[src/hdl/prl_cfg.svh]
// Constants for the peer reference link: addresses, codes, scales and timing
`ifndef PRL_CFG_SVH
`define PRL_CFG_SVH
// Automatic node addresses per role
`define PRL_ADDR_MASTER 8'h01
`define PRL_ADDR_SLAVE 8'h02
// Setting codes
`define PRL_ROLE_MASTER 1'b0
`define PRL_ROLE_SLAVE 1'b1
`define PRL_USE_TORQUE 1'b0
`define PRL_USE_FREQ 1'b1
`define PRL_CMD_SRC_COMM 2'h2
`define PRL_TRQ_SRC_COMM 3'h5
`define PRL_CTRL_TORQUE 1'b1
// Full scale of 100.00 % in 0.01 % steps, and 1.00 gain in 0.01 steps
`define PRL_FULL_SCALE 32'sd10000
`define PRL_GAIN_ONE 32'sd100
// Torque full scale maps to 200.0 % rated torque
`define PRL_TORQUE_MUL 32'sd2
// Timeout setting unit 0.1 s in ms ticks
`define PRL_TMO_UNIT_MS 14'd100
// Defaults of the settings
`define PRL_TMO_DEFAULT 7'd10
`define PRL_PERIOD_DEFAULT 14'd1
`define PRL_RUNAWAY_DEFAULT 14'd1000
`define PRL_GAIN_DEFAULT 16'sd100
`define PRL_OFFSET_DEFAULT 16'sd0
// Tick base: 1 ms at a 10 ns clock
`define PRL_TICK_NS 1000000
`define PRL_CLK_NS 10
`define PRL_TICK_CYCLES (`PRL_TICK_NS / `PRL_CLK_NS)
`endif

[src/hdl/prl_pkg.sv]
// Types for the peer reference link
package prl_pkg;
  // Link supervision state, one-hot
  typedef enum logic [2:0] {
    PRL_LNK_IDLE = 3'b001,
    PRL_LNK_OK = 3'b010,
    PRL_LNK_LOST = 3'b100
  } prl_link_e;
endpackage

[src/hdl/prl_top.sv]
// Peer reference link: master sender, slave scaling, loss and runaway guard
`timescale 1ns/1ps
`include "prl_cfg.svh"
module prl_top #(
  parameter int TICK_CYCLES = `PRL_TICK_CYCLES,
  parameter int FIFO_DEPTH = 4
) (
  input wire logic clk_sys,
  input wire logic rst_n,
  input wire logic peer_link_enable,
  input wire logic peer_role_select,
  input wire logic slave_follow_run_select,
  input wire logic received_data_usage,
  input wire logic signed [15:0] torque_rx_offset,
  input wire logic signed [15:0] torque_rx_gain,
  input wire logic [6:0] link_loss_timeout,
  input wire logic [13:0] master_send_period,
  input wire logic signed [15:0] freq_rx_offset,
  input wire logic signed [15:0] freq_rx_gain,
  input wire logic [13:0] runaway_guard_coeff,
  input wire logic [1:0] run_command_source,
  input wire logic [15:0] max_output_frequency,
  input wire logic [2:0] link_bit_rate,
  input wire logic speed_torque_control_select,
  input wire logic [2:0] torque_source_select,
  input wire logic freq_source_is_comm,
  input wire logic signed [15:0] local_ref,
  input wire logic local_run,
  input wire logic signed [15:0] speed_fb,
  input wire logic signed [15:0] speed_expect,
  input wire logic runaway_clear,
  input wire logic rx_valid,
  input wire logic [16:0] rx_data,
  output logic tx_valid,
  input wire logic tx_ready,
  output logic [16:0] tx_data,
  output logic [7:0] node_addr,
  output logic [2:0] link_rate_out,
  output logic signed [15:0] torque_ref_out,
  output logic [15:0] freq_ref_out,
  output logic torque_ref_valid,
  output logic freq_ref_valid,
  output logic follow_run_cmd,
  output logic link_loss_fault,
  output logic runaway_trip
);
  logic [$clog2(TICK_CYCLES+1)-1:0] tick_cnt_reg; // 1 ms divider
  logic tick_reg; // One-cycle 1 ms enable
  logic [13:0] period_cnt_reg; // Ms since last send
  logic tx_pend_reg; // Frame waiting for FIFO room
  logic [16:0] tx_word_reg; // Frame held while pending
  logic fifo_in_ready;
  logic fifo_out_valid;
  logic [16:0] fifo_out_data;
  logic [13:0] loss_cnt_reg; // Ms since last receive
  logic [13:0] loss_lim; // Timeout in ms
  prl_pkg::prl_link_e link_reg; // Supervision state
  logic is_master;
  logic is_slave;
  logic use_trq;
  logic use_frq;
  logic guard_on;
  logic signed [31:0] x_val;
  logic signed [31:0] y_trq;
  logic signed [31:0] y_frq;
  logic signed [31:0] speed_err;
  logic signed [31:0] guard_band; // Coefficient as a positive signed band

  assign is_master = peer_link_enable && (peer_role_select == `PRL_ROLE_MASTER);
  assign is_slave = peer_link_enable && (peer_role_select == `PRL_ROLE_SLAVE);
  // usage only when matching source is communication
  assign use_trq = is_slave && (received_data_usage == `PRL_USE_TORQUE)
                   && (torque_source_select == `PRL_TRQ_SRC_COMM);
  assign use_frq = is_slave && (received_data_usage == `PRL_USE_FREQ)
                   && freq_source_is_comm;
  assign guard_on = use_trq && (speed_torque_control_select == `PRL_CTRL_TORQUE)
                    && (runaway_guard_coeff != 14'h0);
  // received value is signed 0.01 % steps
  assign x_val = 32'(signed'(rx_data[15:0]));
  // Timeout in 0.1 s steps turned into 1 ms ticks
  assign loss_lim = 14'(link_loss_timeout * `PRL_TMO_UNIT_MS);
  assign speed_err = 32'(speed_fb) - 32'(speed_expect);
  // Band kept signed: an unsigned compare would trip on every negative error
  assign guard_band = 32'(signed'({1'b0, runaway_guard_coeff}));

  // y = k*x + b for torque and frequency, clamped
  assign y_trq = scale(x_val, torque_rx_gain, torque_rx_offset);
  assign y_frq = scale(x_val, freq_rx_gain, freq_rx_offset);

  // Gain in 0.01 units, so the product is divided back by 100
  function automatic logic signed [31:0] scale(
    input logic signed [31:0] x,
    input logic signed [15:0] k,
    input logic signed [15:0] b
  );
    logic signed [31:0] y;
    y = (x * 32'(k)) / `PRL_GAIN_ONE + 32'(b);
    if (y > `PRL_FULL_SCALE) begin
      y = `PRL_FULL_SCALE;
    end else if (y < -`PRL_FULL_SCALE) begin
      y = -`PRL_FULL_SCALE;
    end
    return y;
  endfunction

  // 1 ms tick divider, free running so tick spacing stays exact
  always_ff @(posedge clk_sys) begin
    if (!rst_n) begin
      tick_cnt_reg <= '0;
      tick_reg <= 1'b0;
    end else if (tick_cnt_reg == ($bits(tick_cnt_reg))'(TICK_CYCLES - 1)) begin
      // Wrap and fire the 1 ms enable
      tick_cnt_reg <= '0;
      tick_reg <= 1'b1;
    end else begin
      tick_cnt_reg <= tick_cnt_reg + 1'b1;
      tick_reg <= 1'b0;
    end
  end

  // Static outputs: address and rate
  always_ff @(posedge clk_sys) begin
    if (!rst_n) begin
      node_addr <= `PRL_ADDR_MASTER;
      link_rate_out <= 3'h0;
    end else begin
      node_addr <= peer_role_select ? `PRL_ADDR_SLAVE : `PRL_ADDR_MASTER;
      link_rate_out <= link_bit_rate;
    end
  end

  // Master send timing; a full FIFO holds the newest frame pending, a later send period overwrites it
  always_ff @(posedge clk_sys) begin
    if (!rst_n || !is_master) begin
      period_cnt_reg <= 14'h0;
      tx_pend_reg <= 1'b0;
      tx_word_reg <= 17'h0;
    end else begin
      // FIFO took the pending frame
      if (tx_pend_reg && fifo_in_ready) begin
        tx_pend_reg <= 1'b0;
      end
      if (tick_reg) begin
        // one frame per send period, zero read as 1 ms
        if (period_cnt_reg + 14'h1 >= master_send_period) begin
          period_cnt_reg <= 14'h0;
          // own run and reference sent out
          tx_word_reg <= {local_run, local_ref};
          tx_pend_reg <= 1'b1;
        end else begin
          period_cnt_reg <= period_cnt_reg + 14'h1;
        end
      end
    end
  end

  // Outgoing frame buffer toward the link
  prl_fifo #(
    .W(17),
    .D(FIFO_DEPTH)
  ) u_fifo (
    .clk_sys(clk_sys),
    .rst_n(rst_n),
    .in_valid(tx_pend_reg),
    .in_ready(fifo_in_ready),
    .in_data(tx_word_reg),
    .out_valid(fifo_out_valid),
    .out_ready(tx_ready),
    .out_data(fifo_out_data)
  );
  // Link side sees the FIFO head directly, no extra cycle of delay
  assign tx_valid = fifo_out_valid;
  assign tx_data = fifo_out_data;

  // Link supervision on the slave
  always_ff @(posedge clk_sys) begin
    if (!rst_n || !is_slave) begin
      loss_cnt_reg <= 14'h0;
      link_reg <= prl_pkg::PRL_LNK_IDLE;
    end else if (rx_valid) begin
      loss_cnt_reg <= 14'h0;
      link_reg <= prl_pkg::PRL_LNK_OK;
    end else begin
      if (tick_reg && loss_cnt_reg != 14'h3fff) begin
        loss_cnt_reg <= loss_cnt_reg + 14'h1;
      end
      unique case (link_reg)
        prl_pkg::PRL_LNK_IDLE,
        prl_pkg::PRL_LNK_OK: begin
          if (loss_lim != 14'h0 && loss_cnt_reg >= loss_lim) begin
            link_reg <= prl_pkg::PRL_LNK_LOST;
          end
        end
        prl_pkg::PRL_LNK_LOST: begin
          // Stays lost until fresh data arrives
          link_reg <= prl_pkg::PRL_LNK_LOST;
        end
        default: begin
          link_reg <= prl_pkg::PRL_LNK_IDLE;
        end
      endcase
    end
  end

  // Fault flag as a register for software
  always_ff @(posedge clk_sys) begin
    if (!rst_n) begin
      link_loss_fault <= 1'b0;
    end else begin
      link_loss_fault <= (link_reg == prl_pkg::PRL_LNK_LOST) && !rx_valid && is_slave;
    end
  end

  // Slave torque reference
  always_ff @(posedge clk_sys) begin
    if (!rst_n || !use_trq || runaway_trip) begin
      torque_ref_out <= 16'sh0;
      torque_ref_valid <= 1'b0;
    end else if (rx_valid) begin
      // 100.00 % received gives 200.00 % torque
      torque_ref_out <= 16'(y_trq * `PRL_TORQUE_MUL);
      torque_ref_valid <= 1'b1;
    end else if (link_reg == prl_pkg::PRL_LNK_LOST) begin
      torque_ref_out <= 16'sh0;
      torque_ref_valid <= 1'b0;
    end
  end

  // Slave frequency reference, magnitude of max frequency share
  always_ff @(posedge clk_sys) begin
    if (!rst_n || !use_frq) begin
      freq_ref_out <= 16'h0;
      freq_ref_valid <= 1'b0;
    end else if (rx_valid) begin
      // full scale gives max output frequency
      freq_ref_out <= 16'(((y_frq < 0 ? -y_frq : y_frq) * 32'(max_output_frequency))
                          / `PRL_FULL_SCALE);
      freq_ref_valid <= 1'b1;
    end else if (link_reg == prl_pkg::PRL_LNK_LOST) begin
      freq_ref_out <= 16'h0;
      freq_ref_valid <= 1'b0;
    end
  end

  // Run following; a lost link commands stop
  always_ff @(posedge clk_sys) begin
    if (!rst_n) begin
      follow_run_cmd <= 1'b0;
    end else if (!(is_slave && slave_follow_run_select
                   && run_command_source == `PRL_CMD_SRC_COMM)) begin
      follow_run_cmd <= 1'b0;
    end else if (rx_valid) begin
      follow_run_cmd <= rx_data[16];
    end else if (link_reg == prl_pkg::PRL_LNK_LOST) begin
      // A dead link commands stop
      follow_run_cmd <= 1'b0;
    end
  end

  // Runaway trip: speed drifting beyond the coefficient band while sharing torque
  always_ff @(posedge clk_sys) begin
    if (!rst_n) begin
      runaway_trip <= 1'b0;
    end else if (guard_on && (speed_err > guard_band || speed_err < -guard_band)) begin
      // detection sets trip, set beats clear
      runaway_trip <= 1'b1;
    end else if (runaway_clear || !guard_on) begin
      runaway_trip <= 1'b0;
    end
  end
endmodule

[src/hdl/prl_fifo.sv]
// Small valid/ready FIFO for outgoing reference frames
`timescale 1ns/1ps
module prl_fifo #(
  parameter int W = 17,
  parameter int D = 4
) (
  input wire logic clk_sys,
  input wire logic rst_n,
  input wire logic in_valid,
  output logic in_ready,
  input wire logic [W-1:0] in_data,
  output logic out_valid,
  input wire logic out_ready,
  output logic [W-1:0] out_data
);
  localparam int AW = (D > 1) ? $clog2(D) : 1;
  logic [W-1:0] mem [D]; // Storage words
  logic [AW-1:0] wr_ptr_reg; // Write index
  logic [AW-1:0] rd_ptr_reg; // Read index
  logic [AW:0] cnt_reg; // Fill level
  logic push;
  logic pop;

  // Flags from the fill level; full is compared at the counter's own width,
  // since a power-of-two depth would wrap to zero in the narrower index width
  assign in_ready = (cnt_reg != (AW + 1)'(D));
  assign out_valid = (cnt_reg != '0);
  assign out_data = mem[rd_ptr_reg];
  assign push = in_valid && in_ready;
  assign pop = out_valid && out_ready;

  // Storage write, no reset needed for data
  always_ff @(posedge clk_sys) begin
    if (push) begin
      mem[wr_ptr_reg] <= in_data;
    end
  end

  // Pointers and fill level
  always_ff @(posedge clk_sys) begin
    if (!rst_n) begin
      wr_ptr_reg <= '0;
      rd_ptr_reg <= '0;
      cnt_reg <= '0;
    end else begin
      if (push) begin
        wr_ptr_reg <= (wr_ptr_reg == AW'(D - 1)) ? '0 : wr_ptr_reg + 1'b1;
      end
      if (pop) begin
        rd_ptr_reg <= (rd_ptr_reg == AW'(D - 1)) ? '0 : rd_ptr_reg + 1'b1;
      end
      // Simultaneous push and pop keep the level
      if (push && !pop) begin
        cnt_reg <= cnt_reg + 1'b1;
      end else if (pop && !push) begin
        cnt_reg <= cnt_reg - 1'b1;
      end
    end
  end
endmodule

[config.mk]
export PLATFORM = sky130hd
export DESIGN_NAME = prl_top
export DESIGN_NICKNAME = d
export VERILOG_FILES = /design/src/hdl/prl_pkg.sv /design/src/hdl/prl_top.sv /design/src/hdl/prl_fifo.sv
export VERILOG_INCLUDE_DIRS = /design/src /design/src/hdl
export SDC_FILE = /design/constraint.sdc
export NUM_CORES = 2
export LEC_CHECK = 0
export CORE_MARGIN = 3
export CORE_UTILIZATION = 61
export CTS_CLUSTER_SIZE = 40
export DETAILED_ROUTE_END_ITERATION = 16
export DONT_BUFFER_PORTS = 1
export PLACE_DENSITY = 0.77
export SYNTH_ARGS = -nofsm -noshare
export SYNTH_HDL_FRONTEND = slang
export SYNTH_SLANG_ARGS = --single-unit
[constraint.sdc]
create_clock -name clk_sys -period 76.4 [get_ports clk_sys]
set_input_delay 0 -clock clk_sys [delete_from_list [all_inputs] [get_ports clk_sys]]
set_output_delay 0 -clock clk_sys [all_outputs]
set_load 0.02 [all_outputs]
==> metrics.txt <==
outcome completed; Post-Synthesis Cells 8107; flip-flop count of the largest register after layout 68; number of flops mapped to enable cells by yosys 68; grt ovf 0; Async S/R FF share, synth 0; most common cell in the netlist inv_1; hold depth 2; Worst-path clk slew 0.07 ns; worst skew pair latency 0.44 ns; DRT Wirelength 175 mm; initial core utilization 0.616; number of synthesized register bits 185; Die H 332 um; Sink Count 185; Setup Buffers After CTS 0; # setup viols final 0; syn_area_per_cell 8.01 um2; vias in the first global route 57900; CTS max path bufs 2; reg-to-reg slack, setup 72.00 ns; post-synth top area cell fa_1; Max Fanout on Critical Path 69; Yosys cell types 161; All-Layer GR Usage 0.312; CP required 76.71 ns; layout cell share with drive strength beyond 1 0.0422; sequential fraction of the synthesis area 0.0675; Final Wtd Congestion 0.960; WS Path Type input port to flip-flop; r2r worst-path depth 20; via count 57900; CP startpoint kind input port; IO Count 266; I/O Buffers 0; crit end category flip-flop; die area 110000 um2; first-pass GRT wire length 290 mm; period utilization 0.821; Tmin final 62.73 ns; Slew Limit Fails 0; Final nets 9370; remaining routing DRC violations 0; Max Fclk 0.0159 GHz; CTS tree built; H-tree levels 4; Hold/Removal Path Class input port to flip-flop; Vias/cell 6.21; RR Startpoint period_cnt_reg[0]$_SDFFE_PP0P_; CP Launch Point freq_rx_gain[2]; row count 119; reg-to-reg critical path endpoint tx_word_reg[15]$_SDFFE_PP0P_; most frequent CP cell a21oi_1; Fin. Hold Viols 0; Yosys top cell area share 0.257; Synth top cells by count inv_1 (1133), nand2_1 (882), fa_1 (834), nor2_1 (516), a21oi_1 (478); Least-Margin Pin Slew 1.25 ns; synth top area cells fa_1 (26%), ha_1 (8.1%), inv_1 (6.5%); initial antenna violation count 3; Core Area 105000 um2; RSZ-0062 raised after global routing false; wire length per cell 18.8 um; post-synthesis instance area 65000 um2; Worst Setup EP freq_ref_out[0]$_SDFFE_PP0P_; max-cap viol count 0; CTS root buffer clkbuf_16; yosys warns 0; critical path data arrival time 63.03 ns; HPWL after DPL 141 mm; critical path's largest stage delay 0.94 ns; CTS Buf Count 17; max_slew headroom 0.163; first drt pass iteration count 8; DR iter-0 viols 4387; Fin Setup TNS 0 ns; Area growth, synth to finish 2.93%; Max Clock Skew 0.0131 ns; die width 332 um; slowest CP cell fa_1; number of routed nets with antenna violations 0; largest net degree at the start of global routing 91; dominant synthesized flop cell dfxtp_1
worst max-delay path, delay by kind of cell:
| kind | cells | cell delay (ns) |
|---|---|---|
| AND/OR/NAND/NOR | 48 | 13.37 |
| adder cells (fa/ha/maj) | 20 | 9.35 |
| XOR/XNOR | 9 | 2.23 |
| AO/OA/AOI/OAI | 121 | 31.54 |
| multiplexers | 11 | 4.45 |
| buffers and inverters | 15 | 1.94 |
worst min path at each step:
stage | slack, ns | start | to
3_3_place_gp | 0.13 | rst_n | link_rate_out[2]$_SDFF_PN0_
3_5_place_dp | 0.13 | rst_n | link_rate_out[0]$_SDFF_PN0_
4_1_cts | 0.005 | peer_role_select | link_reg[0]$_SDFFE_PP1P_
5_1_grt | 0.02 | peer_role_select | link_reg[0]$_SDFFE_PP1P_
6_report | 0.01 | peer_role_select | link_reg[0]$_SDFFE_PP1P_
2_1_floorplan | 0.12 | rst_n | link_rate_out[0]$_SDFF_PN0_
final cells by class:
class / instances / area, um2
clock inverter: 14 / 184
antenna: 2 / 5.00
clock buffer: 18 / 429
multi-input combinational: 6490 / 55100
fill: 9040 / 38600
timing repair buffer: 81 / 713
tap: 1391 / 1740
sequential: 185 / 4380
inverter: 1142 / 4290
what timing repair did:
item | 4_1_cts | 5_1_grt
hold buffers | 38 | 0
endpoints found under the setup margin | 0 | 0
gates resized for setup | 0 | 0
hold endpoints to repair | 71 | 0
per-stage QoR:
step | worst slack (ns) | utilization | instances | cell area [um2] | hold WS, ns
2_1_floorplan | 22.48 | - | 8113 | 65000 | 0.122
3_3_place_gp | 16.10 | 0.625 | 9251 | 65800 | 0.128
3_5_place_dp | 14.26 | 0.625 | 9251 | 65800 | 0.135
4_1_cts | 14.60 | 0.634 | 9321 | 66900 | 0.00535
5_1_grt | 8.50 | 0.634 | 9322 | 66900 | 0.0161
6_report | 13.67 | 0.634 | 9323 | 66900 | 0.0143
layout by cell type (no fill, tap or decap), types with 58 or more instances in the layout:
master	instances
mux2i_1	61
nor2b_1	58
nand2b_1	98
a21oi_1	477
nand2_1	882
and2_1	363
nand3_1	143
o21bai_1	98
xor2_1	155
xnor2_1	419
a31oi_1	71
dfxtp_1	117
nor3_1	172
fa_1	834
nand4_1	70
edfxtp_1	68
o21ai_0	233
inv_1	1133
o21ai_1	70
ha_1	419
a21o_1	78
and3_1	183
nor2_1	516
metal layers:
layer  global-route usage  vias up  wire length (um)
li1                     -    27100                 -
met1                0.407    28300             72300
met2                0.544     2112             85600
met3               0.0382      376             11500
met4               0.0968        2              5680
met5                    0        -                13
cell families (layout without fill, tap and decap cells):
group	Yosys count	count (layout)	synth area share
muxes	117	117	0.0227
DFF	185	185	0.0675
AOI/OAI and AO/OA	1752	1752	0.192
buffers and inverters	1438	1255	0.0847
other	1	9	0.0000577
and+or+nand+nor	2750	2750	0.211
adders and majority gates	1278	1278	0.342
xor gates and xnor gates	586	586	0.0812
Power is left out: the tool's default activity adds up to more than one toggle a clock period on the data nets, which glitch-free logic cannot reach.
